$ cat config.mk
export PLATFORM = sky130hd
export DESIGN_NAME = sync_timing
export DESIGN_NICKNAME = d
export VERILOG_FILES = /design/src/sync_timing_pkg.sv /design/src/sync_timing.sv
export SDC_FILE = /design/constraint.sdc
export NUM_CORES = 1
export LEC_CHECK = 0
export BUFFER_PORTS_ARGS = -buffer_cell sky130_fd_sc_hd__buf_4
export CAP_MARGIN = 20
export CORE_MARGIN = 3
export CORE_UTILIZATION = 45
export CTS_CLUSTER_SIZE = 30
export DETAILED_ROUTE_END_ITERATION = 10
export SLEW_MARGIN = 20
export SYNTH_ARGS = -nofsm -noshare
export SYNTH_HDL_FRONTEND = slang
export SYNTH_SLANG_ARGS = --single-unit
$ cat constraint.sdc
create_clock -name clk -period 3.9 [get_ports clk]
set_input_delay 0 -clock clk [delete_from_list [all_inputs] [get_ports clk]]
set_output_delay 0 -clock clk [all_outputs]
set_load 0.05 [all_outputs]
$ cat src/sync_timing_pkg.sv
// constants for the ccd sync, clamp and blanking timing block
package sync_timing_pkg;
    // register indices on the plain register port
    localparam logic [7:0] ADDR_CTRL      = 8'h01;  // sync polarity, clamp control, blank level
    localparam logic [7:0] ADDR_SYNC      = 8'h0a;  // sync count, blank pulse count
    localparam logic [7:0] ADDR_FOLLOWER  = 8'hd6;  // follower (slave) mode select
    localparam logic [7:0] ADDR_LINE_LEN  = 8'h10;  // line length gray
    localparam logic [7:0] ADDR_SEC_LEN   = 8'h11;  // secondary line length
    localparam logic [7:0] ADDR_HD_RISE   = 8'h12;  // horizontal drive rise position
    localparam logic [7:0] ADDR_LAST_LEN  = 8'h13;  // last line length gray
    localparam logic [7:0] ADDR_FIELD_LEN = 8'h14;  // field line count
    localparam logic [7:0] ADDR_VD_RISE   = 8'h15;  // vertical drive rise position
    localparam logic [7:0] ADDR_CLP_TOG1  = 8'h16;  // clamp toggle first
    localparam logic [7:0] ADDR_CLP_TOG2  = 8'h17;  // clamp toggle second
    localparam logic [7:0] ADDR_CLP_EN    = 8'h18;  // region clamp enables
    localparam logic [7:0] ADDR_BOUND01   = 8'h19;  // region boundaries 1 and 2
    localparam logic [7:0] ADDR_BOUND23   = 8'h1a;  // region boundaries 3 and 4
    localparam logic [7:0] ADDR_STATUS    = 8'h1b;  // line counter and region, read only
    // control register field positions
    localparam int CTRL_SYNC_POL  = 0;
    localparam int CTRL_CLP_MASTER = 1;
    localparam int CTRL_CLP_MODE  = 2;
    localparam int CTRL_BLANK_LVL = 3;
    localparam int SYNC_BLANK_PULSE = 4;
    // reset values
    localparam logic        RST_FOLLOWER  = 1'b1;   // comes up as follower
    localparam logic        RST_SYNC_POL  = 1'b0;   // sync input active low
    localparam logic [3:0]  RST_SYNC_CNT  = 4'h0;
    localparam logic [11:0] RST_LINE_LEN  = 12'h0c28;
    localparam logic [10:0] RST_FIELD_LEN = 11'h07d0;
    localparam logic [9:0]  RST_SEC_LEN   = 10'h03ff;
    localparam logic [9:0]  RST_HD_RISE   = 10'h0010;
    localparam logic [3:0]  RST_VD_RISE   = 4'h2;
    localparam logic [11:0] RST_CLP_TOG   = 12'h0000;
    localparam logic [4:0]  RST_CLP_EN    = 5'h1f;
    // sync count codes
    localparam logic [3:0] SYNC_OFF   = 4'h0;
    localparam logic [3:0] SYNC_EVERY = 4'h1;
    localparam logic [3:0] SYNC_ONCE  = 4'hf;
    // line setup delay in clock cycles
    localparam logic [11:0] SETUP_CYCLES = 12'h0004;
    localparam int NUM_REGIONS = 5;
endpackage

$ cat src/sync_timing.sv
// ccd horizontal and vertical sync timing with black clamp and blanking
`timescale 1ns/1ps
// Function
// sync pin used only in master mode
// sync polarity bit, active low after reset
// sync count zero ignores sync input
// sync count one resyncs every pulse
// counts two to fourteen resync after nth
// fifteen resyncs once after first pulse
// horizontal drive low at line start
// eleven bit line counter to field length
// twelve bit pixel counter to gray length
// line lasts four cycles beyond programmed length
// software writes lengths in gray code
// drive rise from secondary ten bit counter
// vertical drive rise at line position
// clamp toggles at two gray positions
// no clamp in unequal last line
// clamp master enable gates all regions
// region mode overrides region enables
// five region enables gate clamp
// disabled region also masks next first line
// region zero starts at vertical drive fall
// blanking level mask sets clock a level
// normal blanking blanks while drive low
// clock b opposite of a in blanking
// pulse count bit allows blanking pulses
// region boundaries are eight bit lines
// qualifying sync restarts pixel, secondary and line counters
module sync_timing
    import sync_timing_pkg::*;
(
    // clock and reset
    input  wire logic        clk,
    input  wire logic        reset,
    // register port
    input  wire logic [7:0]  reg_addr,
    input  wire logic [15:0] reg_wdata,
    input  wire logic        reg_write,
    input  wire logic        reg_read,
    output logic      [15:0] reg_rdata,
    // external sync pin
    input  wire logic        ext_sync,
    // timing outputs
    output logic             horizontal_drive,
    output logic             vertical_drive,
    output logic             black_clamp_pulse,
    output logic             horizontal_clock_a,
    output logic             horizontal_clock_b
);

    // binary to gray conversion, used for all gray compares
    function automatic logic [11:0] to_gray(input logic [11:0] b);
        return b ^ (b >> 1);
    endfunction

    // settings
    logic        follower_mode_select;          // 1 = follower, sync pin unused
    logic        sync_polarity;                 // 1 = active high
    logic        clamp_master_enable;           // clamp on/off
    logic        clamp_region_mode;             // 1 = ignore region enables
    logic        blanking_level_mask;           // clock a level in blanking
    logic        blanking_pulse_count;          // pulses during blanking
    logic [3:0]  sync_count_select;             // sync qualification mode
    logic [11:0] line_length_gray;              // regular line length
    logic [11:0] last_line_length_gray;         // last line length
    logic [9:0]  secondary_line_length;         // secondary counter length
    logic [9:0]  hdrive_rise_position;          // drive rise on secondary count
    logic [10:0] field_line_count;              // lines per field
    logic [3:0]  vdrive_rise_position;          // vertical rise line
    logic [11:0] clamp_toggle_first;            // first clamp toggle
    logic [11:0] clamp_toggle_second;           // second clamp toggle
    logic [4:0]  clamp_enable_region;           // per region enables
    logic [7:0]  region_boundary_line [1:4];    // boundaries of regions 1..4

    // counters and state
    logic [11:0] pix_reg;                       // horizontal pixel counter
    logic [9:0]  sec_reg;                       // secondary line counter
    logic [10:0] line_reg;                      // vertical line counter
    logic [2:0]  region_reg;                    // current region
    logic        first_line_reg;                // first line of a region
    logic        prev_off_reg;                  // previous region clamp disabled
    logic        clamp_tog_reg;                 // raw clamp toggle state
    logic        sync_prev_reg;                 // last sync level (asserted form)
    logic [3:0]  sync_seen_reg;                 // qualified pulses counted
    logic        sync_once_done_reg;            // once-mode already used
    logic        blank_phase_reg;               // pulse phase during blanking

    // derived values
    logic [11:0] cur_len;
    logic        line_end;
    logic        field_end;
    logic        last_line;
    logic        sync_asserted;
    logic        sync_edge;
    logic        resync;
    logic        region_ok;
    logic        clamp_next;

    // current line length; last line uses its own length
    assign last_line = (line_reg + 11'h001 == field_line_count);
    assign cur_len   = last_line ? last_line_length_gray : line_length_gray;
    // line ends after programmed length plus the setup cycles, counts 0 to n+3
    assign line_end  = (to_gray(pix_reg - SETUP_CYCLES + 12'h001) == cur_len)
                       && (pix_reg >= SETUP_CYCLES - 12'h001);
    assign field_end = line_end && last_line;

    // sync input qualification
    assign sync_asserted = sync_polarity ? ext_sync : ~ext_sync;
    assign sync_edge = sync_asserted && !sync_prev_reg && !follower_mode_select;

    // decide whether this edge restarts timing
    always_comb begin
        resync = 1'b0;
        if (sync_edge) begin
            case (sync_count_select)
                SYNC_OFF:   resync = 1'b0;
                SYNC_EVERY: resync = 1'b1;
                SYNC_ONCE:  resync = !sync_once_done_reg;
                default:    resync = (sync_seen_reg + 4'h1 == sync_count_select);
            endcase
        end
    end

    // register writes
    always_ff @(posedge clk) begin
        if (reset) begin
            follower_mode_select  <= RST_FOLLOWER;
            sync_polarity         <= RST_SYNC_POL;
            clamp_master_enable   <= 1'b0;
            clamp_region_mode     <= 1'b0;
            blanking_level_mask   <= 1'b0;
            blanking_pulse_count  <= 1'b0;
            sync_count_select     <= RST_SYNC_CNT;
            line_length_gray      <= RST_LINE_LEN;
            last_line_length_gray <= RST_LINE_LEN;
            secondary_line_length <= RST_SEC_LEN;
            hdrive_rise_position  <= RST_HD_RISE;
            field_line_count      <= RST_FIELD_LEN;
            vdrive_rise_position  <= RST_VD_RISE;
            clamp_toggle_first    <= RST_CLP_TOG;
            clamp_toggle_second   <= RST_CLP_TOG;
            clamp_enable_region   <= RST_CLP_EN;
            for (int i = 1; i <= 4; i++) begin
                region_boundary_line[i] <= 8'h00;
            end
        end else if (reg_write) begin
            case (reg_addr)
                ADDR_CTRL: begin
                    sync_polarity       <= reg_wdata[CTRL_SYNC_POL];
                    clamp_master_enable <= reg_wdata[CTRL_CLP_MASTER];
                    clamp_region_mode   <= reg_wdata[CTRL_CLP_MODE];
                    blanking_level_mask <= reg_wdata[CTRL_BLANK_LVL];
                end
                ADDR_SYNC: begin
                    sync_count_select    <= reg_wdata[3:0];
                    blanking_pulse_count <= reg_wdata[SYNC_BLANK_PULSE];
                end
                ADDR_FOLLOWER:  follower_mode_select  <= reg_wdata[0];
                ADDR_LINE_LEN:  line_length_gray      <= reg_wdata[11:0];
                ADDR_SEC_LEN:   secondary_line_length <= reg_wdata[9:0];
                ADDR_HD_RISE:   hdrive_rise_position  <= reg_wdata[9:0];
                ADDR_LAST_LEN:  last_line_length_gray <= reg_wdata[11:0];
                ADDR_FIELD_LEN: field_line_count      <= reg_wdata[10:0];
                ADDR_VD_RISE:   vdrive_rise_position  <= reg_wdata[3:0];
                ADDR_CLP_TOG1:  clamp_toggle_first    <= reg_wdata[11:0];
                ADDR_CLP_TOG2:  clamp_toggle_second   <= reg_wdata[11:0];
                ADDR_CLP_EN:    clamp_enable_region   <= reg_wdata[4:0];
                ADDR_BOUND01: begin
                    region_boundary_line[1] <= reg_wdata[7:0];
                    region_boundary_line[2] <= reg_wdata[15:8];
                end
                ADDR_BOUND23: begin
                    region_boundary_line[3] <= reg_wdata[7:0];
                    region_boundary_line[4] <= reg_wdata[15:8];
                end
                default: begin
                end
            endcase
        end
    end

    // register reads, data one cycle after the strobe
    always_ff @(posedge clk) begin
        if (reset) begin
            reg_rdata <= 16'h0000;
        end else if (reg_read) begin
            case (reg_addr)
                ADDR_CTRL: reg_rdata <= {12'h000, blanking_level_mask, clamp_region_mode,
                                         clamp_master_enable, sync_polarity};
                ADDR_SYNC:      reg_rdata <= {11'h000, blanking_pulse_count, sync_count_select};
                ADDR_FOLLOWER:  reg_rdata <= {15'h0000, follower_mode_select};
                ADDR_LINE_LEN:  reg_rdata <= {4'h0, line_length_gray};
                ADDR_SEC_LEN:   reg_rdata <= {6'h00, secondary_line_length};
                ADDR_HD_RISE:   reg_rdata <= {6'h00, hdrive_rise_position};
                ADDR_LAST_LEN:  reg_rdata <= {4'h0, last_line_length_gray};
                ADDR_FIELD_LEN: reg_rdata <= {5'h00, field_line_count};
                ADDR_VD_RISE:   reg_rdata <= {12'h000, vdrive_rise_position};
                ADDR_CLP_TOG1:  reg_rdata <= {4'h0, clamp_toggle_first};
                ADDR_CLP_TOG2:  reg_rdata <= {4'h0, clamp_toggle_second};
                ADDR_CLP_EN:    reg_rdata <= {11'h000, clamp_enable_region};
                ADDR_BOUND01:   reg_rdata <= {region_boundary_line[2], region_boundary_line[1]};
                ADDR_BOUND23:   reg_rdata <= {region_boundary_line[4], region_boundary_line[3]};
                ADDR_STATUS:    reg_rdata <= {2'b00, region_reg, line_reg};
                default:        reg_rdata <= 16'h0000;
            endcase
        end else begin
            reg_rdata <= 16'h0000;
        end
    end

    // sync edge tracking and pulse counting
    always_ff @(posedge clk) begin
        if (reset) begin
            sync_prev_reg      <= 1'b0;
            sync_seen_reg      <= 4'h0;
            sync_once_done_reg <= 1'b0;
        end else begin
            sync_prev_reg <= sync_asserted;
            if (sync_edge && sync_count_select != SYNC_OFF) begin
                sync_seen_reg <= resync ? 4'h0 : sync_seen_reg + 4'h1;
                // only a once-mode resync uses up the single allowed restart
                if (resync && sync_count_select == SYNC_ONCE) begin
                    sync_once_done_reg <= 1'b1;
                end
            end
        end
    end

    // pixel, secondary and line counters
    always_ff @(posedge clk) begin
        if (reset || resync) begin
            pix_reg  <= 12'h000;
            sec_reg  <= 10'h000;
            line_reg <= 11'h000;
        end else begin
            if (line_end) begin
                pix_reg <= 12'h000;
                sec_reg <= 10'h000;
                line_reg <= field_end ? 11'h000 : line_reg + 11'h001;
            end else begin
                pix_reg <= pix_reg + 12'h001;
                sec_reg <= (sec_reg == secondary_line_length) ? sec_reg
                           : sec_reg + 10'h001;
            end
        end
    end

    // drive outputs
    always_ff @(posedge clk) begin
        if (reset) begin
            horizontal_drive <= 1'b1;
            vertical_drive   <= 1'b1;
        end else if (resync || line_end) begin
            horizontal_drive <= 1'b0;
            if (resync || field_end) begin
                vertical_drive <= 1'b0;
            end else if (line_reg + 11'h001 == {7'h00, vdrive_rise_position}) begin
                vertical_drive <= 1'b1;
            end
        end else if (sec_reg == hdrive_rise_position) begin
            horizontal_drive <= 1'b1;
        end
    end

    // region tracking; region zero starts at the field start
    always_ff @(posedge clk) begin
        if (reset || resync) begin
            region_reg     <= 3'd0;
            first_line_reg <= 1'b1;
            prev_off_reg   <= 1'b0;
        end else if (line_end) begin
            if (field_end) begin
                region_reg     <= 3'd0;
                first_line_reg <= 1'b1;
                prev_off_reg   <= !clamp_enable_region[region_reg];
            end else if (region_reg < 3'd4 &&
                         line_reg[7:0] + 8'h01 == region_boundary_line[region_reg + 3'd1]) begin
                region_reg     <= region_reg + 3'd1;
                first_line_reg <= 1'b1;
                prev_off_reg   <= !clamp_enable_region[region_reg];
            end else begin
                first_line_reg <= 1'b0;
            end
        end
    end

    // clamp gating per region and line
    always_comb begin
        if (clamp_region_mode) begin
            region_ok = 1'b1;
        end else begin
            region_ok = clamp_enable_region[region_reg]
                        && !(first_line_reg && prev_off_reg);
        end
        clamp_next = clamp_tog_reg && clamp_master_enable && region_ok
                     && !(last_line && last_line_length_gray != line_length_gray);
    end

    // raw clamp toggling and the clamp output
    always_ff @(posedge clk) begin
        if (reset || resync || line_end) begin
            clamp_tog_reg     <= 1'b0;
            black_clamp_pulse <= 1'b0;
        end else begin
            if (to_gray(pix_reg) == clamp_toggle_first ||
                to_gray(pix_reg) == clamp_toggle_second) begin
                clamp_tog_reg <= !clamp_tog_reg;
            end
            black_clamp_pulse <= clamp_next;
        end
    end

    // horizontal clocks; blanked while drive low
    always_ff @(posedge clk) begin
        if (reset) begin
            blank_phase_reg    <= 1'b0;
            horizontal_clock_a <= 1'b0;
            horizontal_clock_b <= 1'b1;
        end else begin
            blank_phase_reg <= !blank_phase_reg;
            if (!horizontal_drive && !blanking_pulse_count) begin
                horizontal_clock_a <= blanking_level_mask;
                horizontal_clock_b <= !blanking_level_mask;
            end else begin
                horizontal_clock_a <= blank_phase_reg;
                horizontal_clock_b <= !blank_phase_reg;
            end
        end
    end

    // checks
    // drive falls on the edge after every line end
    hd_low_line_a: assert property (
        @(posedge clk) disable iff (reset) line_end |=> !horizontal_drive)
        else $error("drive not low at line start");
    // clock a holds the mask level through normal blanking
    blank_level_a: assert property (
        @(posedge clk) disable iff (reset) (!horizontal_drive && !blanking_pulse_count)
        |=> horizontal_clock_a == $past(blanking_level_mask))
        else $error("blank level wrong");
    // clock b is always the inverse of clock a
    clock_invert_a: assert property (
        @(posedge clk) disable iff (reset) ##1 horizontal_clock_b == !horizontal_clock_a)
        else $error("clocks not opposite");
    // master control off keeps the clamp low everywhere
    clamp_master_a: assert property (
        @(posedge clk) disable iff (reset) !clamp_master_enable |=> !black_clamp_pulse)
        else $error("clamp while off");
    // sync count zero never restarts the timing
    sync_off_a: assert property (
        @(posedge clk) disable iff (reset) (sync_count_select == SYNC_OFF) |-> !resync)
        else $error("sync not ignored");
    // in follower mode the sync pin has no effect
    follower_sync_a: assert property (
        @(posedge clk) disable iff (reset) follower_mode_select |-> !resync)
        else $error("sync in follower mode");
    // a restart clears the pixel and line counters and lowers vertical drive
    resync_restart_a: assert property (
        @(posedge clk) disable iff (reset)
        resync |=> (pix_reg == 12'h000 && line_reg == 11'h000 && !vertical_drive))
        else $error("no restart on sync");
    // an unequal last line carries no clamp
    last_line_a: assert property (
        @(posedge clk) disable iff (reset)
        (last_line && last_line_length_gray != line_length_gray) |=> !black_clamp_pulse)
        else $error("clamp in unequal last line");
    // count one restarts on every qualified edge
    every_sync_a: assert property (
        @(posedge clk) disable iff (reset)
        (sync_edge && sync_count_select == SYNC_EVERY) |-> resync)
        else $error("sync pulse missed");
    // once mode never restarts a second time
    once_sync_a: assert property (
        @(posedge clk) disable iff (reset)
        (sync_once_done_reg && sync_count_select == SYNC_ONCE) |-> !resync)
        else $error("second resync in once mode");

endmodule

==> key figures, run 1 <==
Clock tree
  – Clock transition at path regs: roughly 0.080 ns
  – Deepest clock path buffer count: 2
  – Root Buffer: clkbuf_16
  – Num CTS Buffers: 17
  – H-tree depth: 4
  – CTS sink count: roughly 200
  – CTS tree: yes
  – Postcts setup bufs: 0
  – Worst-Skew Late Latency: approximately 0.46 ns

Power and ir drop
  – Power Dens Cells: 358 nW/um^2
  – Static Leak: a little under 5 nW
  – VDD IR max: ~0.24 mV

Synthesis
  – Synth Register Bits: 197
  – Synth Net Count: between 1,000 and 1,500
  – Async SR Flop Fraction: 0
  – Mapped Cells: 1,269
  – Mean Syn Cell Area: 8.60 um^2
  – Primary FF master, synth: dfxtp_1
  – Distinct cells, synth: a little over 70
  – Synth warn: 0
  – Sequential-to-total area share from yosys stat: 0.391
  – Mapped cell area: approximately 11,000 um^2
  – Number of synthesized flops with an enable pin: 32

Worst setup path
  – Req. time, crit path: between 4 and 5 ns
  – Worst Reg2Reg Path Length in Cells: 12
  – Arrival time at the worst endpoint: approximately 4 ns
  – Critical path buffers and inverters: 1
  – Cell Chain, Critical Path: ha_2 > nand3_1 > or2_1 > a32o_2 > a2111o_1 > o31ai_1 > a21oi_1 > nor4_2 > buf_4 > and3_1 > nand3_1 > o32ai_1
  – Max Fanout on Critical Path: 8
  – Crit path kind: register to register
  – Critical path destination: line_reg[7]$_SDFFE_PP0P_
  – Crit-path slowest cell: a2111o_1
  – Reg2reg setup slack: 0.26 ns
  – Worst path most repeated cell: nand3_1
  – Crit path from: line_reg[0]$_SDFFE_PP0P_
  – Reg-to-reg endpoint: line_reg[7]$_SDFFE_PP0P_
  – CP delay by family, top: compound AO/OA/AOI/OAI gates
  – Startpoint Class: register
  – RR Startpoint: line_reg[0]$_SDFFE_PP0P_
  – CP Capture Type: register
  – Max incr delay on CP: about 0.5 ns
  – Worst path depth: 12

Floorplanning
  – Initial Util: 0.461
  – Core ar.: around 24,000 um^2
  – Die area: between 20,000 and 30,000 um^2
  – Chip width: around 160 um
  – Die Ht: 162 um
  – I/O pin count: 50
  – Row Count: 56

Place
  – Buffers on Ports: between 40 and 50
  – Final GP Congestion: 0.920
  – Hpwl dp: 27,000 um
  – Dpl cells: about 1,600
  – Pre-CTS setup slack: between 0.06 and 0.07 ns

Global routing
  – First-pass GRT wire length: between 50,000 and 60,000 um
  – Largest net degree at the start of global routing: 85
  – Total congestion overflow: 0
  – Number of global-route vias before repair: just over 9,000
  – Total track usage: 0.286
  – Initial antenna violation count: 2

Cells and area
  – Most frequent cells in the layout: 196 x nand2_1, 162 x dfxtp_1, 98 x a21oi_1
  – Max FFs per register: 32
  – Commonest non-fill, non-tap cell in the layout: nand2_1
  – # fillers: roughly 2,200
  – Layout area overhead: 15.3%
  – Final Instance Count excl. Fillers: 1,649
  – Area of the multi-input gates: between 6000 and 7000 um^2
  – Layout cells sized above 1: 0.127
  – Antenna diodes: 0
  – Area occupied by registers: about 4300 um^2
  – Regs by FF count: region_boundary_line: 32 flops, reg_rdata: 16 flops
  – Reg with most FFs: region_boundary_line
  – Final net count: ~1,400

STA
  – Minimum clock period: about 3.6 ns
  – Least-Margin Pin Slew: around 0.86 ns
  – RSZ-0062 raised after global routing: false
  – Endpoints failing setup: 0
  – Period utilization: 0.932
  – Max-slew violations: 0
  – Clock skew: approximately 0.021 ns
  – Relative max-transition margin: 0.423
  – Fin. Hold Viols: 0
  – Max Fclk: approximately 280 MHz
  – TNS Setup: 0 ns
  – Fin worst setup slack: 0.264 ns

Detailed routing
  – Pre-Repair DR Iteration Count: 6
  – Initial DRC Count: 1,036
  – Final WL: 37,100 um
  – Final ANT Viol Nets: 0
  – DR WL/cell: 22.5 um
  – DR DRC count: 0
  – Vias per inst: about 6
  – Total number of vias: 9,925

Worst hold path
  – Worst min path class: input pin to register

Job
  – Maxcap violations: 0

Run status
  – Status: finished clean
[metrics by stage]
step                      hold slack [ns]  area [um^2]  power [mW]   util
final                              0.0426        12600        4.51  0.531
after global routing               0.0974        12600        4.65  0.531
after CTS                          0.0378        12600        4.52  0.530
after detailed placement            0.272        11700        2.56  0.494
after global placement              0.258        11700        2.56  0.494
after floorplan                     0.121        10900        2.43      -
[worst reg2reg max path: stages, from the launching register on]
cell      delay (ns)
dfxtp_1         0.35
ha_2            0.27
nand3_1         0.12
or2_1           0.27
a32o_2          0.30
a2111o_1        0.51
o31ai_1         0.37
a21oi_1         0.13
nor4_2          0.33
buf_4           0.18
and3_1          0.25
nand3_1         0.22
o32ai_1         0.26
[power breakdown]
group          switching, mW  internal [mW]
Sequential            0.0302           2.09
Clock                  0.956           1.01
Combinational          0.256          0.164
[worst min path at each step]
stage,from,endpoint,slack [ns],cells past startpoint
after floorplan,reg_wdata[10],last_line_length_gray[10]$_SDFFE_PP1P_,0.12,2
final,reg_addr[5],follower_mode_select$_SDFFE_PP1P_,0.04,4
after detailed placement,ext_sync,sync_prev_reg$_SDFF_PP0_,0.27,3
after CTS,reg_addr[5],follower_mode_select$_SDFFE_PP1P_,0.04,4
after global placement,ext_sync,sync_prev_reg$_SDFF_PP0_,0.26,3
after global routing,reg_addr[0],reg_rdata[12]$_SDFF_PP0_,0.1,3
[kinds of logic after synthesis]
logic type / synth area share
AND/OR/NAND/NOR: 0.228
AO/OA/AOI/OAI: 0.147
flip-flops: 0.391
XOR/XNOR: 0.115
buffers and inverters: 0.0388
multiplexers: 0.0511
adder cells (fa/ha/maj): 0.0298
[synth_stat cells, drive strengths merged (4+ instances only)]
cell    count  area share
nand2     196       0.067
dfxtp     165        0.30
a21oi      98       0.045
nor2       97       0.033
clkbuf     72       0.025
xor2       72       0.058
xnor2      66       0.053
nand3      40       0.019
and2       33       0.019
edfxtp     32       0.088
a22oi      31       0.021
nor4       27       0.017
ha         26       0.030
inv        25      0.0086
mux2i      25       0.023
nand4      23       0.015
o21ai      23       0.011
and3       22       0.013
nand3b     22       0.015
nor3       21       0.010
mux2       15       0.015
a211o      12      0.0096
a31oi      12      0.0069
a211oi     11      0.0076
buf        11      0.0055
a221oi     10      0.0080
nor2b       7      0.0040
o31ai       7      0.0048
mux4        6       0.013
or3         6      0.0034
o21a        5      0.0034
o21bai      5      0.0034
a222oi      4      0.0037
and4        4      0.0032
[per-layer routing]
| layer | up-vias | share of wire | track usage |
|---|---|---|---|
| met5 | - | 0.00065 | 0 |
| met3 | 83 | 0.079 | 0.0551 |
| li1 | 4576 | - | - |
| met4 | 4 | 0.035 | 0.106 |
| met1 | 4767 | 0.44 | 0.401 |
| met2 | 495 | 0.45 | 0.438 |
[area by class of cell]
cell class              instances  area share
repair buffers                112      0.0718
well taps                     319      0.0317
multi-input cells             964       0.497
clock inverters                15      0.0190
flip-flops and latches        197       0.339
inverters                      25     0.00746
clock buffers                  17      0.0338
[repair_timing]
action                                  4_1_cts  5_1_grt
hold endpoints to repair                    113        0
hold buffers                                 20        0
gates resized for setup                       0        9
endpoints found under the setup margin        0       42
No activity file was read; power rests on OpenSTA's default activity.
==> inputs of run 2 (changes only) <==
--- a/config.mk
+++ b/config.mk
@@ -8,9 +8,10 @@
 export BUFFER_PORTS_ARGS = -buffer_cell sky130_fd_sc_hd__buf_4
 export CAP_MARGIN = 20
 export CORE_MARGIN = 3
-export CORE_UTILIZATION = 45
+export CORE_UTILIZATION = 50
 export CTS_CLUSTER_SIZE = 30
 export DETAILED_ROUTE_END_ITERATION = 10
+export PLACE_DENSITY = 0.67
 export SLEW_MARGIN = 20
 export SYNTH_ARGS = -nofsm -noshare
 export SYNTH_HDL_FRONTEND = slang
==> run 2 against run 1 <==
Register-to-register slack got worse by 0.02 ns. Fmax decreased by 0.48%. Cell area down 1.5%. Clock-buffer cell count grew 1. Final cell count is 3.2% lower. Core utilization rose by 5.3 points. Combinational power is 1% lower. Power fell by 3.5%. First-iteration DRC count grew 1.4%. Sequential share of layout area grew 0.50 points. Wire length fell by 4.7%. Highest routed layer unchanged.
==> key figures, run 2 (synthesized netlist as in run 1, its figures left out) <==
Run status
  – Status: finished clean

Worst setup path
  – Critical path destination: region_reg[0]$_SDFFE_PP0P_
  – CP Capture Type: register
  – Reg-to-reg endpoint: region_reg[0]$_SDFFE_PP0P_
  – Crit path from: line_reg[0]$_SDFFE_PP0P_
  – Worst path depth: 11
  – RR Startpoint: line_reg[0]$_SDFFE_PP0P_
  – CP delay by family, top: simple AND/OR/NAND/NOR gates
  – Max Fanout on Critical Path: 18
  – Worst path most repeated cell: xnor2_1
  – Req. time, crit path: 4.27 ns
  – Max incr delay on CP: ~0.54 ns
  – Worst Reg2Reg Path Length in Cells: 11
  – Reg2reg setup slack: about 0.25 ns
  – Arrival time at the worst endpoint: about 4.0 ns
  – Crit path kind: register to register
  – Startpoint Class: register
  – Critical path buffers and inverters: 0
  – Cell Chain, Critical Path: ha_2 > xor2_1 > xnor2_1 > o311ai_1 > a2111oi_4 > nand3_2 > mux2i_1 > xnor2_1 > nand4_4 > or4_1 > a21oi_1
  – Crit-path slowest cell: a2111oi_4

Global routing
  – Largest net degree at the start of global routing: between 60 and 70
  – Number of global-route vias before repair: between 9,000 and 10,000
  – Total congestion overflow: 0
  – First-pass GRT wire length: ~54,000 um
  – Initial antenna violation count: 1
  – Total track usage: 0.295

Power and ir drop
  – Power Dens Cells: between 300 and 400 nW/um^2
  – Final Total Pwr: approximately 4.4 mW
  – P_sw: between 1 and 1.5 mW
  – Switching share of power: 0.270
  – Pint: about 3.2 mW
  – VDD IR max: roughly 0.26 mV
  – Logic pwr share: 0.096
  – Part of the power in registers: 0.487
  – Static Leak: 4.73 nW
  – Share of power burned in the clock network: 0.417

Cells and area
  – Final Instance Count excl. Fillers: roughly 1,600
  – Most frequent cells in the layout: 196 x nand2_1, 163 x dfxtp_1, 98 x a21oi_1
  – Area of the multi-input gates: 6240 um^2
  – # fillers: 1,933
  – Antenna diodes: 0
  – Commonest non-fill, non-tap cell in the layout: nand2_1
  – Final net count: approximately 1,400
  – Regs by FF count: region_boundary_line: 32 flops, reg_rdata: 16 flops
  – Layout cells sized above 1: 0.118
  – Layout area overhead: 13.5%
  – Area occupied by registers: around 4300 um^2
  – Reg with most FFs: region_boundary_line
  – Max FFs per register: 32

STA
  – Fin. Hold Viols: 0
  – TNS Setup: 0 ns
  – Max-slew violations: 0
  – Fin worst setup slack: roughly 0.25 ns
  – RSZ-0062 raised after global routing: false
  – Minimum clock period: between 3 and 4 ns
  – WHS: 0.0729 ns
  – Endpoints failing setup: 0
  – Least-Margin Pin Slew: approximately 0.92 ns
  – Relative max-transition margin: 0.388
  – Max Fclk: between 200 and 300 MHz
  – Period utilization: 0.937
  – Clock skew: between 0.01 and 0.015 ns

Floorplanning
  – Initial Util: 0.515
  – I/O pin count: 50
  – Die area: roughly 24,000 um^2
  – Die Ht: roughly 150 um
  – Row Count: 53
  – Chip width: roughly 150 um
  – Core ar.: around 21,000 um^2

Clock tree
  – Deepest clock path buffer count: 2
  – CTS tree: yes
  – Root Buffer: clkbuf_16
  – Num CTS Buffers: 17
  – Worst-Skew Late Latency: between 0.4 and 0.5 ns
  – H-tree depth: 4
  – Clock transition at path regs: approximately 0.080 ns
  – Postcts setup bufs: 0
  – CTS sink count: 197

Detailed routing
  – Total number of vias: 9,859
  – DR DRC count: 0
  – Final ANT Viol Nets: 0
  – Vias per inst: ~6
  – Initial DRC Count: 1,050
  – Pre-Repair DR Iteration Count: 6
  – Final WL: 35,300 um
  – DR WL/cell: between 20 and 25 um

Job
  – Maxcap violations: 0

Place
  – Buffers on Ports: 49
  – Hpwl dp: 25,400 um
  – Pre-CTS setup slack: roughly 0.18 ns
  – Dpl cells: approximately 1,500
  – Final GP Congestion: between 0.9 and 1

Worst hold path
  – Worst min path class: input pin to register
-- run 2: worst register-to-register path, stage by stage, from the launching register on --
cell and delay (ns):
dfxtp_1 0.34, ha_2 0.27, xor2_1 0.27, xnor2_1 0.16, o311ai_1 0.19, a2111oi_4 0.54
nand3_2 0.28, mux2i_1 0.21, xnor2_1 0.33, nand4_4 0.30, or4_1 0.54, a21oi_1 0.15
-- run 2: repair_timing --
action	4_1_cts	5_1_grt
endpoints found under the setup margin	0	37
hold buffers	19	0
hold endpoints to repair	109	0
gates resized for setup	0	5
-- run 2: routing by layer --
metal,vias up,share of wire,GRT usage
li1,4574,-,-
met1,4670,0.43,0.419
met2,506,0.44,0.449
met3,107,0.089,0.0540
met4,2,0.043,0.115
met5,-,0.00031,0
-- run 2: worst min-delay path by stage --
stage             startpoint                                      to  cells after the start
6_report         reg_addr[5]       follower_mode_select$_SDFFE_PP1P_                      4
4_1_cts          reg_addr[5]       follower_mode_select$_SDFFE_PP1P_                      4
2_1_floorplan  reg_wdata[10]  last_line_length_gray[10]$_SDFFE_PP1P_                      2
5_1_grt                reset    vdrive_rise_position[3]$_SDFFE_PP0P_                      2
3_3_place_gp        ext_sync                sync_prev_reg$_SDFF_PP0_                      3
3_5_place_dp        ext_sync                sync_prev_reg$_SDFF_PP0_                      3
-- run 2: metrics by stage --
stage / util / area [um^2]
final: 0.584 / 12400
after global placement: 0.546 / 11600
after global routing: 0.584 / 12400
after floorplan: - / 10900
after CTS: 0.583 / 12400
after detailed placement: 0.546 / 11600
-- run 2: cell type report --
cell class,count,area share
Multi-Input combinational cell,964,0.504
Tap cell,275,0.0278
Clock inverter,14,0.0150
Clock buffer,18,0.0346
Timing Repair Buffer,103,0.0672
Sequential cell,197,0.344
Inverter,25,0.00757
-- run 2: power groups by stage --
stage / Combinational (mW) / Sequential [mW] / Clock (mW)
finish: 0.416 / 2.12 / 1.82
CTS: 0.409 / 2.12 / 1.83
global placement: 0.387 / 2.17 / 0
detailed placement: 0.391 / 2.17 / 0
floorplan: 0.264 / 2.16 / 0
global route: 0.444 / 2.12 / 1.91
